<file path="src/cabt_pkg.sv">
// constants for the counter array base timer
// Contract
// one 16-bit counter made of high and low bytes, auto-reloading
// every 16-bit overflow loads reload bytes into the counter bytes
// the 16-bit count is the shared time base for six modules
// three-bit count source field selects one of eight increment sources
// external source counts once per falling edge of the external pin
// idle gate set stops counting in idle; clear keeps counting
// three buffer enable bits cover module pairs 0/1, 2/3, 4/5
// software sets run bit to count; clearing it halts the counter
// overflow flag in control bit 7 sets on every rollover
// hardware never clears overflow flag; software writes clear or set it
// interrupt from overflow flag only while overflow enable bit 0 is set
// module event flags set on match or capture; only software clears
// module event pin stays general purpose I/O when module unused
// each module configurable as capture, timer, fast output or PWM
// module flag raises interrupt only with its own enable set
// valid capture copies counter bytes into module capture pair
// counter increments by one per event, overflows from all ones
// external pin synchronised and falling edges detected before use
package cabt_pkg;
  localparam logic [7:0] CABT_ADDR_CTRL   = 8'hD8;
  localparam logic [7:0] CABT_ADDR_MODE   = 8'hD9;
  localparam logic [7:0] CABT_ADDR_CNT_H  = 8'hF9;
  localparam logic [7:0] CABT_ADDR_CNT_L  = 8'hE9;
  localparam logic [7:0] CABT_ADDR_RLD_H  = 8'hCF;
  localparam logic [7:0] CABT_ADDR_RLD_L  = 8'hCE;
  localparam int         CABT_CTRL_OVF    = 7;
  localparam int         CABT_CTRL_RUN    = 6;
  localparam int         CABT_MODE_IDLE   = 7;
  localparam int         CABT_MODE_BUFFER_ENABLE_PAIR45   = 6;
  localparam int         CABT_MODE_BUFFER_ENABLE_PAIR23   = 5;
  localparam int         CABT_MODE_BUFFER_ENABLE_PAIR01   = 4;
  localparam int         CABT_MODE_SRC_LO = 1;
  localparam int         CABT_MODE_OVFIE  = 0;
  localparam logic [7:0] CABT_RESET_BYTE  = 8'h00;
  localparam int         CABT_MODULES     = 6;
  localparam int         CABT_DIV12       = 12;
  localparam int         CABT_DIV2        = 2;
  localparam logic [2:0] CABT_SRC_DIV12   = 3'h0;
  localparam logic [2:0] CABT_SRC_DIV2    = 3'h1;
  localparam logic [2:0] CABT_SRC_T0      = 3'h2;
  localparam logic [2:0] CABT_SRC_EXT     = 3'h3;
  localparam logic [2:0] CABT_SRC_MULT    = 3'h4;
  localparam logic [2:0] CABT_SRC_SYS     = 3'h5;
  localparam logic [2:0] CABT_SRC_BAUD    = 3'h6;
  localparam logic [2:0] CABT_SRC_MCK     = 3'h7;
endpackage : cabt_pkg

</file>
<file path="src/cabt_base_timer.sv">
// counter array base timer: counter, reload, source select, control and mode registers
`timescale 1ns/1ps
`default_nettype none
module cabt_base_timer
  import cabt_pkg::*;
#(
  parameter int MODULES = CABT_MODULES
)
(
  // clock and reset
  input  wire logic                 clk,
  input  wire logic                 rstn,
  // special function register port
  input  wire logic [7:0]           sfr_addr,
  input  wire logic                 sfr_wr,
  input  wire logic [7:0]           sfr_wdata,
  output logic      [7:0]           sfr_rdata,
  // count sources and processor state
  input  wire logic                 idle_mode,
  input  wire logic                 timer0_ovf,
  input  wire logic                 clock_multiplier_tick,
  input  wire logic                 serial_baud_overflow,
  input  wire logic                 master_clock_divider_tick,
  input  wire logic                 external_count_input,
  // module side
  input  wire logic [MODULES-1:0]   module_event,
  input  wire logic [MODULES-1:0]   module_flag_irq_enable,
  output logic      [15:0]          count_value,
  output logic                      count_overflow,
  output logic      [2:0]           buffer_enable,
  output logic      [MODULES-1:0]   module_flags,
  // interrupt request
  output logic                      array_irq
);
  import cabt_pkg::*;

  // control register has room for six module flags only
  if (MODULES != CABT_MODULES)
  begin : g_bad_modules
    $error("control register holds exactly six module flags");
  end

  logic [7:0]         count_high_byte_q;
  logic [7:0]         count_low_byte_q;
  logic [7:0]         reload_high_byte_q;
  logic [7:0]         reload_low_byte_q;
  logic [7:0]         mode_q;
  logic               run_bit_q;
  logic               overflow_flag_q;
  logic [MODULES-1:0] event_flag_q;
  logic [3:0]         div12_q;
  logic               div2_q;
  logic               ext_fall;
  logic               src_tick;
  logic               count_en;
  logic               wrap;
  logic [2:0]         src_sel;
  logic               wr_ctrl;

  cabt_edge_sync cabt_edge_sync_i
  (
    .clk  (clk),
    .rstn (rstn),
    .pin  (external_count_input),
    .fall (ext_fall)
  );

  // free running prescalers
  always_ff @(posedge clk or negedge rstn)
  begin
    if (!rstn)
    begin
      div12_q <= 4'h0;
      div2_q  <= 1'b0;
    end
    else
    begin
      div12_q <= (div12_q == 4'(CABT_DIV12 - 1)) ? 4'h0 : div12_q + 4'h1;
      div2_q  <= ~div2_q;
    end
  end

  assign src_sel = mode_q[CABT_MODE_SRC_LO +: 3];

  // increment source mux
  always_comb
  begin
    case (src_sel)
      CABT_SRC_DIV12: src_tick = (div12_q == 4'(CABT_DIV12 - 1));
      CABT_SRC_DIV2:  src_tick = div2_q;
      CABT_SRC_T0:    src_tick = timer0_ovf;
      CABT_SRC_EXT:   src_tick = ext_fall;
      CABT_SRC_MULT:  src_tick = clock_multiplier_tick;
      CABT_SRC_SYS:   src_tick = 1'b1;
      CABT_SRC_BAUD:  src_tick = serial_baud_overflow;
      CABT_SRC_MCK:   src_tick = master_clock_divider_tick;
      default:        src_tick = 1'b0;
    endcase
  end

  assign count_en = run_bit_q & src_tick & ~(mode_q[CABT_MODE_IDLE] & idle_mode);
  assign wrap     = count_en & (&{count_high_byte_q, count_low_byte_q});
  assign wr_ctrl  = sfr_wr & (sfr_addr == CABT_ADDR_CTRL);

  // counter bytes; a count event beats a same-cycle byte write
  always_ff @(posedge clk or negedge rstn)
  begin
    if (!rstn)
    begin
      count_high_byte_q <= CABT_RESET_BYTE;
      count_low_byte_q  <= CABT_RESET_BYTE;
    end
    else if (wrap)
    begin
      count_high_byte_q <= reload_high_byte_q;
      count_low_byte_q  <= reload_low_byte_q;
    end
    else if (count_en)
    begin
      {count_high_byte_q, count_low_byte_q} <= {count_high_byte_q, count_low_byte_q} + 16'h0001;
    end
    else if (sfr_wr && sfr_addr == CABT_ADDR_CNT_H)
      count_high_byte_q <= sfr_wdata;
    else if (sfr_wr && sfr_addr == CABT_ADDR_CNT_L)
      count_low_byte_q <= sfr_wdata;
  end

  // reload bytes and mode register
  always_ff @(posedge clk or negedge rstn)
  begin
    if (!rstn)
    begin
      reload_high_byte_q <= CABT_RESET_BYTE;
      reload_low_byte_q  <= CABT_RESET_BYTE;
      mode_q             <= CABT_RESET_BYTE;
    end
    else if (sfr_wr)
    begin
      if (sfr_addr == CABT_ADDR_RLD_H)
        reload_high_byte_q <= sfr_wdata;
      if (sfr_addr == CABT_ADDR_RLD_L)
        reload_low_byte_q <= sfr_wdata;
      if (sfr_addr == CABT_ADDR_MODE)
        mode_q <= sfr_wdata;
    end
  end

  // run bit is software owned
  always_ff @(posedge clk or negedge rstn)
  begin
    if (!rstn)
      run_bit_q <= 1'b0;
    else if (wr_ctrl)
      run_bit_q <= sfr_wdata[CABT_CTRL_RUN];
  end

  // overflow flag: hardware set wins over a software clear
  always_ff @(posedge clk or negedge rstn)
  begin
    if (!rstn)
      overflow_flag_q <= 1'b0;
    else if (wrap)
      overflow_flag_q <= 1'b1;
    else if (wr_ctrl)
      overflow_flag_q <= sfr_wdata[CABT_CTRL_OVF];
  end

  // per-module event flags
  genvar gi;
  generate
    for (gi = 0; gi < MODULES; gi++)
    begin : g_flag
      always_ff @(posedge clk or negedge rstn)
      begin
        if (!rstn)
          event_flag_q[gi] <= 1'b0;
        else if (module_event[gi])
          event_flag_q[gi] <= 1'b1;
        else if (wr_ctrl)
          event_flag_q[gi] <= sfr_wdata[gi];
      end
    end
  endgenerate

  // read mux
  always_comb
  begin
    case (sfr_addr)
      CABT_ADDR_CTRL:  sfr_rdata = {overflow_flag_q, run_bit_q, event_flag_q};
      CABT_ADDR_MODE:  sfr_rdata = mode_q;
      CABT_ADDR_CNT_H: sfr_rdata = count_high_byte_q;
      CABT_ADDR_CNT_L: sfr_rdata = count_low_byte_q;
      CABT_ADDR_RLD_H: sfr_rdata = reload_high_byte_q;
      CABT_ADDR_RLD_L: sfr_rdata = reload_low_byte_q;
      default:         sfr_rdata = 8'h00;
    endcase
  end

  // shared time base; pin muxing and module functions live in the modules
  assign count_value    = {count_high_byte_q, count_low_byte_q};
  assign count_overflow = wrap;
  assign buffer_enable  = mode_q[CABT_MODE_BUFFER_ENABLE_PAIR45:CABT_MODE_BUFFER_ENABLE_PAIR01];
  assign module_flags   = event_flag_q;
  assign array_irq      = (overflow_flag_q & mode_q[CABT_MODE_OVFIE])
                        | (|(event_flag_q & module_flag_irq_enable));

  reload_load_a: assert property (@(posedge clk) disable iff (!rstn)
    wrap |=> count_value == $past({reload_high_byte_q, reload_low_byte_q}))
    else $error("reload not loaded on overflow");
  ovf_set_a: assert property (@(posedge clk) disable iff (!rstn)
    wrap |=> overflow_flag_q) else $error("overflow flag not set");
  ovf_hold_a: assert property (@(posedge clk) disable iff (!rstn)
    overflow_flag_q && !wr_ctrl |=> overflow_flag_q) else $error("overflow flag lost");
  halt_a: assert property (@(posedge clk) disable iff (!rstn)
    !run_bit_q |=> $stable(count_value) || $past(sfr_wr)) else $error("counter moved while halted");
  idle_gate_a: assert property (@(posedge clk) disable iff (!rstn)
    mode_q[CABT_MODE_IDLE] && idle_mode && !sfr_wr |=> $stable(count_value))
    else $error("counter moved in gated idle");
  incr_a: assert property (@(posedge clk) disable iff (!rstn)
    count_en && !wrap |=> count_value == $past(count_value) + 16'h0001) else $error("bad increment");
  irq_a: assert property (@(posedge clk) disable iff (!rstn)
    array_irq |-> (overflow_flag_q && mode_q[CABT_MODE_OVFIE]) || |(event_flag_q & module_flag_irq_enable))
    else $error("spurious interrupt");
  evt_set_a: assert property (@(posedge clk) disable iff (!rstn)
    module_event[0] |=> event_flag_q[0]) else $error("module flag not set");
  sys_src_a: assert property (@(posedge clk) disable iff (!rstn)
    src_sel == CABT_SRC_SYS && run_bit_q && !idle_mode |-> count_en) else $error("system source not counting");

  wrap_c: cover property (@(posedge clk) disable iff (!rstn) wrap);
  ext_c: cover property (@(posedge clk) disable iff (!rstn) src_sel == CABT_SRC_EXT && count_en);
  irq_c: cover property (@(posedge clk) disable iff (!rstn) $rose(array_irq));
endmodule : cabt_base_timer
`default_nettype wire

</file>
<file path="src/cabt_edge_sync.sv">
// two-flop synchroniser with falling edge pulse for the external count pin
`timescale 1ns/1ps
`default_nettype none
module cabt_edge_sync
(
  // clock and reset
  input  wire logic clk,
  input  wire logic rstn,
  // pin and event
  input  wire logic pin,
  output logic      fall
);
  logic meta_q;
  logic sync_q;
  logic last_q;

  // meta_q feeds only sync_q
  always_ff @(posedge clk or negedge rstn)
  begin
    if (!rstn)
    begin
      meta_q <= 1'b1;
      sync_q <= 1'b1;
      last_q <= 1'b1;
    end
    else
    begin
      meta_q <= pin;
      sync_q <= meta_q;
      last_q <= sync_q;
    end
  end

  assign fall = last_q & ~sync_q;

  fall_pulse_a: assert property (@(posedge clk) disable iff (!rstn)
    fall |=> !fall) else $error("falling edge pulse longer than a cycle");
endmodule : cabt_edge_sync
`default_nettype wire

</file>
<file path="config.mk">
export PLATFORM = sky130hd
export DESIGN_NAME = cabt_base_timer
export DESIGN_NICKNAME = d
export VERILOG_FILES = /design/src/cabt_pkg.sv /design/src/cabt_base_timer.sv /design/src/cabt_edge_sync.sv
export SDC_FILE = /design/constraint.sdc
export NUM_CORES = 1
export LEC_CHECK = 0
export BUFFER_PORTS_ARGS = -buffer_cell sky130_fd_sc_hd__buf_2
export CAP_MARGIN = 20
export CORE_MARGIN = 3
export CORE_UTILIZATION = 41
export DETAILED_ROUTE_END_ITERATION = 7
export PLACE_DENSITY_LB_ADDON = 0.05
export SLEW_MARGIN = 20
export SYNTH_ARGS = -nofsm -noshare
export SYNTH_HDL_FRONTEND = slang
export SYNTH_SLANG_ARGS = --single-unit
</file>
<file path="constraint.sdc">
create_clock -name clk -period 2 [get_ports clk]
set_input_delay 0.1 -clock clk [delete_from_list [all_inputs] [get_ports clk]]
set_output_delay 0.1 -clock clk [all_outputs]
set_load 0.1 [all_outputs]
</file>
[After elaboration in Yosys (flattened, before gate mapping)]
Index checks and enable logic that the tools add are counted.
Cells by class
  $add $sub $neg: 2
  equal/unequal tests: 15
  muxes and demuxes: 24
  bitwise operators: 12
  reductions and logical operators: 18
Operator list (count)
  $mux W8: 7
  $eq A8 B8 Y1 const B: 6
  $pmux W8 S6: 1
  $add A16 B1 Y16 const B: 1
  $reduce_and A16 Y1: 1
  $mux W1: 14
  $reduce_bool A2 Y1: 7
  $eq A3 B3 Y1 const B: 4
  $pmux W1 S8: 1
  $reduce_and A2 Y1: 4
  $and A1 B1 Y1: 7
  $and A6 B6 Y6: 1
  $eq A3 B2 Y1 const B: 2
  $reduce_bool A3 Y1: 2
  $reduce_or A6 Y1: 1
  $add A4 B1 Y4 const B: 1
  $eq A4 B4 Y1 const B: 1
  $mux W4: 1
  $eq A3 B1 Y1 const B: 1
  $logic_not A3 Y1: 1
  $ne A3 B3 Y1 const B: 1
  $not A1 Y1: 3
  $logic_and A1 B1 Y1: 2
  $or A1 B1 Y1: 1
Word-level totals
  flip-flop bits (word level): 56
  input port bits: 37
  output and inout port bits: 35

[Logic depth before layout (Yosys ltp)]
  depth in word-level cells: 8
  mapped depth: 8

[Modules after synthesis]
From an unflattened synthesis, not the netlist that was laid out.
Unflattened totals
  cells, all modules: 311
  area total of the unflattened synthesis: 3274.4 um2
Modules (own cells, without submodules)
  cabt_base_timer: instances 1, cells each 307, area each 3181.8 um2, seq. area each 1326.3 um2
  cabt_edge_sync: instances 1, cells each 4, area each 92.6 um2, seq. area each 78.8 um2

[Worst setup path after synthesis]
No wires, ideal clock.
  path type: flip-flop to flip-flop
  from: register count_low_byte_q[4]
  to: register overflow_flag_q
  setup time: 70 ps
  arrival time: 2681 ps
  slack: -752 ps
  stages on the path, launching flop included: 6
  buffers on the path: 1
  period minus slack after synthesis: 2752 ps
  cell sequence: dfrtp_1 > clkbuf_2 > nand3_2 > nor4_1 > and3_1 > nand3b_1
On the way
  longest elaborated chain between the ends: 3
Ends and longest elaborated chain
  from (decl): line cabt_base_timer.sv:44  | logic [7:0] count_low_byte_q;
  from (signal assigned): line cabt_base_timer.sv:116  | count_low_byte_q <= reload_low_byte_q;
  from (signal assigned): line cabt_base_timer.sv:120  | {count_high_byte_q, count_low_byte_q} <= {count_high_byte_q, count_low_byte_q} + 16'h0001;
  from (signal assigned): line cabt_base_timer.sv:125  | count_low_byte_q <= sfr_wdata;
  $reduce_and A16 Y1 *: line cabt_base_timer.sv:102  | assign wrap = count_en & (&{count_high_byte_q, count_low_byte_q});
  $and A1 B1 Y1 *: line cabt_base_timer.sv:102
  net count_overflow: line cabt_base_timer.sv:29  | output logic count_overflow,
  $mux W1 / $reduce_bool A2 Y1 (equally long branches)
  to (signal assigned): line cabt_base_timer.sv:165  | overflow_flag_q <= sfr_wdata[CABT_CTRL_OVF];
  to (decl): line cabt_base_timer.sv:49  | logic overflow_flag_q;
The timed path passes the listed nets; every way through them passes the cells marked *.
A chain may end at the register's enable or synchronous reset.

[Worst setup path after layout]
  from: register count_low_byte_q[1]
  to: output port count_overflow
On the way
  longest elaborated chain between the ends: 2
Ends and longest elaborated chain (line)
  $reduce_and A16 Y1: cabt_base_timer.sv:102
  $and A1 B1 Y1: cabt_base_timer.sv:102
  to (decl): cabt_base_timer.sv:29
No other way between the ends.

==> metrics.txt <==
status=finished with violations; failing checks=negative setup slack; RSZ-0062 raised after global routing=yes; crit path capture type=primary output; Worst Path Max Fanout=5; worst r2r path cells=6; origin of the critical flop-to-flop path=mode_q[2]; FF-to-FF setup slack=80 ps; GPL Wtd Cong=between 0.9 and 1; Hold/Removal Path Class=input pin to flip-flop; worst vdd ir=0.000377 V; Slowest-stage cell, CP=dfrtp_4; Slew HR=0.536; Core Box Area=7490 sq um; Tot GR Track Use=0.221; synth-to-layout area growth=29.5%; #FFs+latches synth=56; largest net degree at the start of global routing=34; Gate Count Post-Synth=roughly 300; Seq/Total Area, Yosys=0.430; # fillers=680; PnR worst setup slack=-84.6 ps; # setup viols final=1; Iteration-0 DRC Markers=129; Worst Setup Start Kind=flip-flop; initial antenna violation count=0; Die Span Y=95.2 um; Placement Setup Slack=70.1 ps; CP Class=flip-flop to primary output; syn nets=343; proportion of layout cells with a drive suffix above 1=0.423; io pins=72; worst path arrival time=1980 ps; most frequent cells in the layout=62 x buf_2, 36 x dfrtp_1, 27 x mux2_2, 26 x a22oi_1, 19 x mux2i_1; DRT Pass-1 Iters=4; clock buffer depth=2; grt met1 use=0.309; GRT Residual Overflow=0; WL/cell=19.4 um; Final Non-Filler Cells=491; CP endpoint=count_overflow; crit-path cells=ha_4 > nand4_1 > nor4_2 > and3_4 > buf_12; H-tree depth=2; ant diodes=0; WL final=roughly 9500 um; final-report max-slew violation count=0; dpl cells=roughly 470; Vias/cell=5.82; Routed Antenna Nets=0; worst endpoint required time=1900 ps; Mapped Avg Cell Area=~11 sq um; PortBufs=~70; Final Hold Vio Count=0; post-synth cell types=63; CTS sink count=56; met2 usage=0.357; leakage power=1.95 nW; Most used DFF post-synth=dfrtp_1; clock-pin slew on the worst setup and hold paths=110 ps; Ys Warns=0; first-pass GRT wire length=15300 um; routed vias=2860; TritonCTS buffer count=5; PwrDens=622 nW/um^2; worst skew pair latency=between 300 and 400 ps; CTS tree=done; Initial Utilization=0.436; via count of the first global-routing pass=2854; Peak Freq=480 MHz; slowest stage delay, CP=470 ps; Fin Hold WS=123 ps; worst-margin pin slew=694 ps; Nets=430; Setup Skew=4.63 ps; die area=between 9000 and 10000 sq um; grt peak-use layer=met2; critical path startpoint=count_low_byte_q[1]; Cell Rows=31; DRC violations left=0; Post-synth EDFFs=0; RR Endpoint=count_low_byte_q[2]; Mapped Area=3260 sq um; Chip Width=95.2 um; max cap viols=0; clk root buf=clkbuf_8; met3 usage in global routing=0.0308; share of flip-flops with an asynchronous set or reset=1.00; Final HPWL DP=7100 um; most common cell after layout, fill and taps aside=buf_2; post-route minimum period=2080 ps; final period utilization=1.04
## repair_timing
action                                  CTS  global route
gates resized for setup                   3             8
endpoints found under the setup margin    1            12
hold buffers                              8             0
setup buffers                             1             3
pin swaps                                 0             4
endpoints found under the hold margin    30             0
## synthesized netlist by cell type (7+ instances only)
cell type  number  area share
dfrtp_1        53        0.41
mux2_2         27       0.093
a22oi_1        26       0.060
mux2i_1        19       0.058
nand2_1        18       0.021
nand3_1        15       0.023
nor2_1         12       0.014
nor3_1          9       0.014
inv_1           8      0.0092
and3_1          7       0.013
xor2_1          7       0.019
## layout make-up
class | count | area, sq um | area share
clock buffers | 5 | 68.8 | 0.0163
clock inverters | 3 | 27.5 | 0.00651
inverters | 8 | 30.0 | 0.00710
multi-input cells | 222 | 1790 | 0.423
flip-flops and latches | 56 | 1450 | 0.343
well taps | 99 | 124 | 0.0293
repair buffers | 98 | 738 | 0.175
## worst min path at each step
stage                             from                   end  slack (ps)  cells after the start
final                     sfr_wdata[5]             mode_q[5]         120                      2
after global routing      sfr_wdata[3]             mode_q[3]         120                      2
after CTS                 sfr_wdata[7]             mode_q[7]         110                      2
after detailed placement          rstn       module_flags[0]         150                      1
after global placement            rstn       module_flags[0]         130                      1
after floorplan                   rstn  count_high_byte_q[2]        -200                      0
## through the flow
stage / TNS [ps] / area (sq um) / power [mW] / utilization
final: -84.6 / 4230 / 2.63 / 0.565
after global routing: -144 / 4230 / 2.76 / 0.565
after CTS: -28.3 / 4160 / 2.65 / 0.555
after detailed placement: 0 / 3960 / 1.96 / 0.529
after global placement: 0 / 3960 / 1.95 / 0.529
after floorplan: 0 / 3330 / 1.77 / -
## state kept, by name (all words and copies together), names as in the netlist
| signal | flops |
|---|---|
| count_high_byte_q | 8 |
| count_low_byte_q | 8 |
| mode_q | 8 |
| reload_high_byte_q | 8 |
| reload_low_byte_q | 8 |
| module_flags | 6 |
| div12_q | 4 |
| cabt_edge_sync_i.last_q | 1 |
| cabt_edge_sync_i.meta_q | 1 |
| cabt_edge_sync_i.sync_q | 1 |
| div2_q | 1 |
| overflow_flag_q | 1 |
| run_bit_q | 1 |
## where the power goes
group	internal [mW]	leakage, nW	switching (mW)
clock	0.258	0.0463	0.409
sequential	1.22	0.689	0.103
combinational	0.184	1.21	0.460
## critical path, delay by kind of cell, from the launching register on
kind	cells	cell delay (ps)
adders and majority gates	1	150
buffers and inverters	1	170
DFF	1	470
and+or+nand+nor	3	870
## logic make-up after synthesis
family	Yosys count	synth area share
fa+ha+maj	2	0.00766
flops	56	0.430
simple gates	98	0.186
compound gates	67	0.157
mux	46	0.151
buf+inv	26	0.0429
xor+xnor	9	0.0241
## metal layers
layer,vias up,part of all wire
met2,89,0.48
li1,1341,-
met5,-,0
met4,0,0.016
met1,1418,0.45
met3,12,0.050
(Power assumes the default switching activity.)
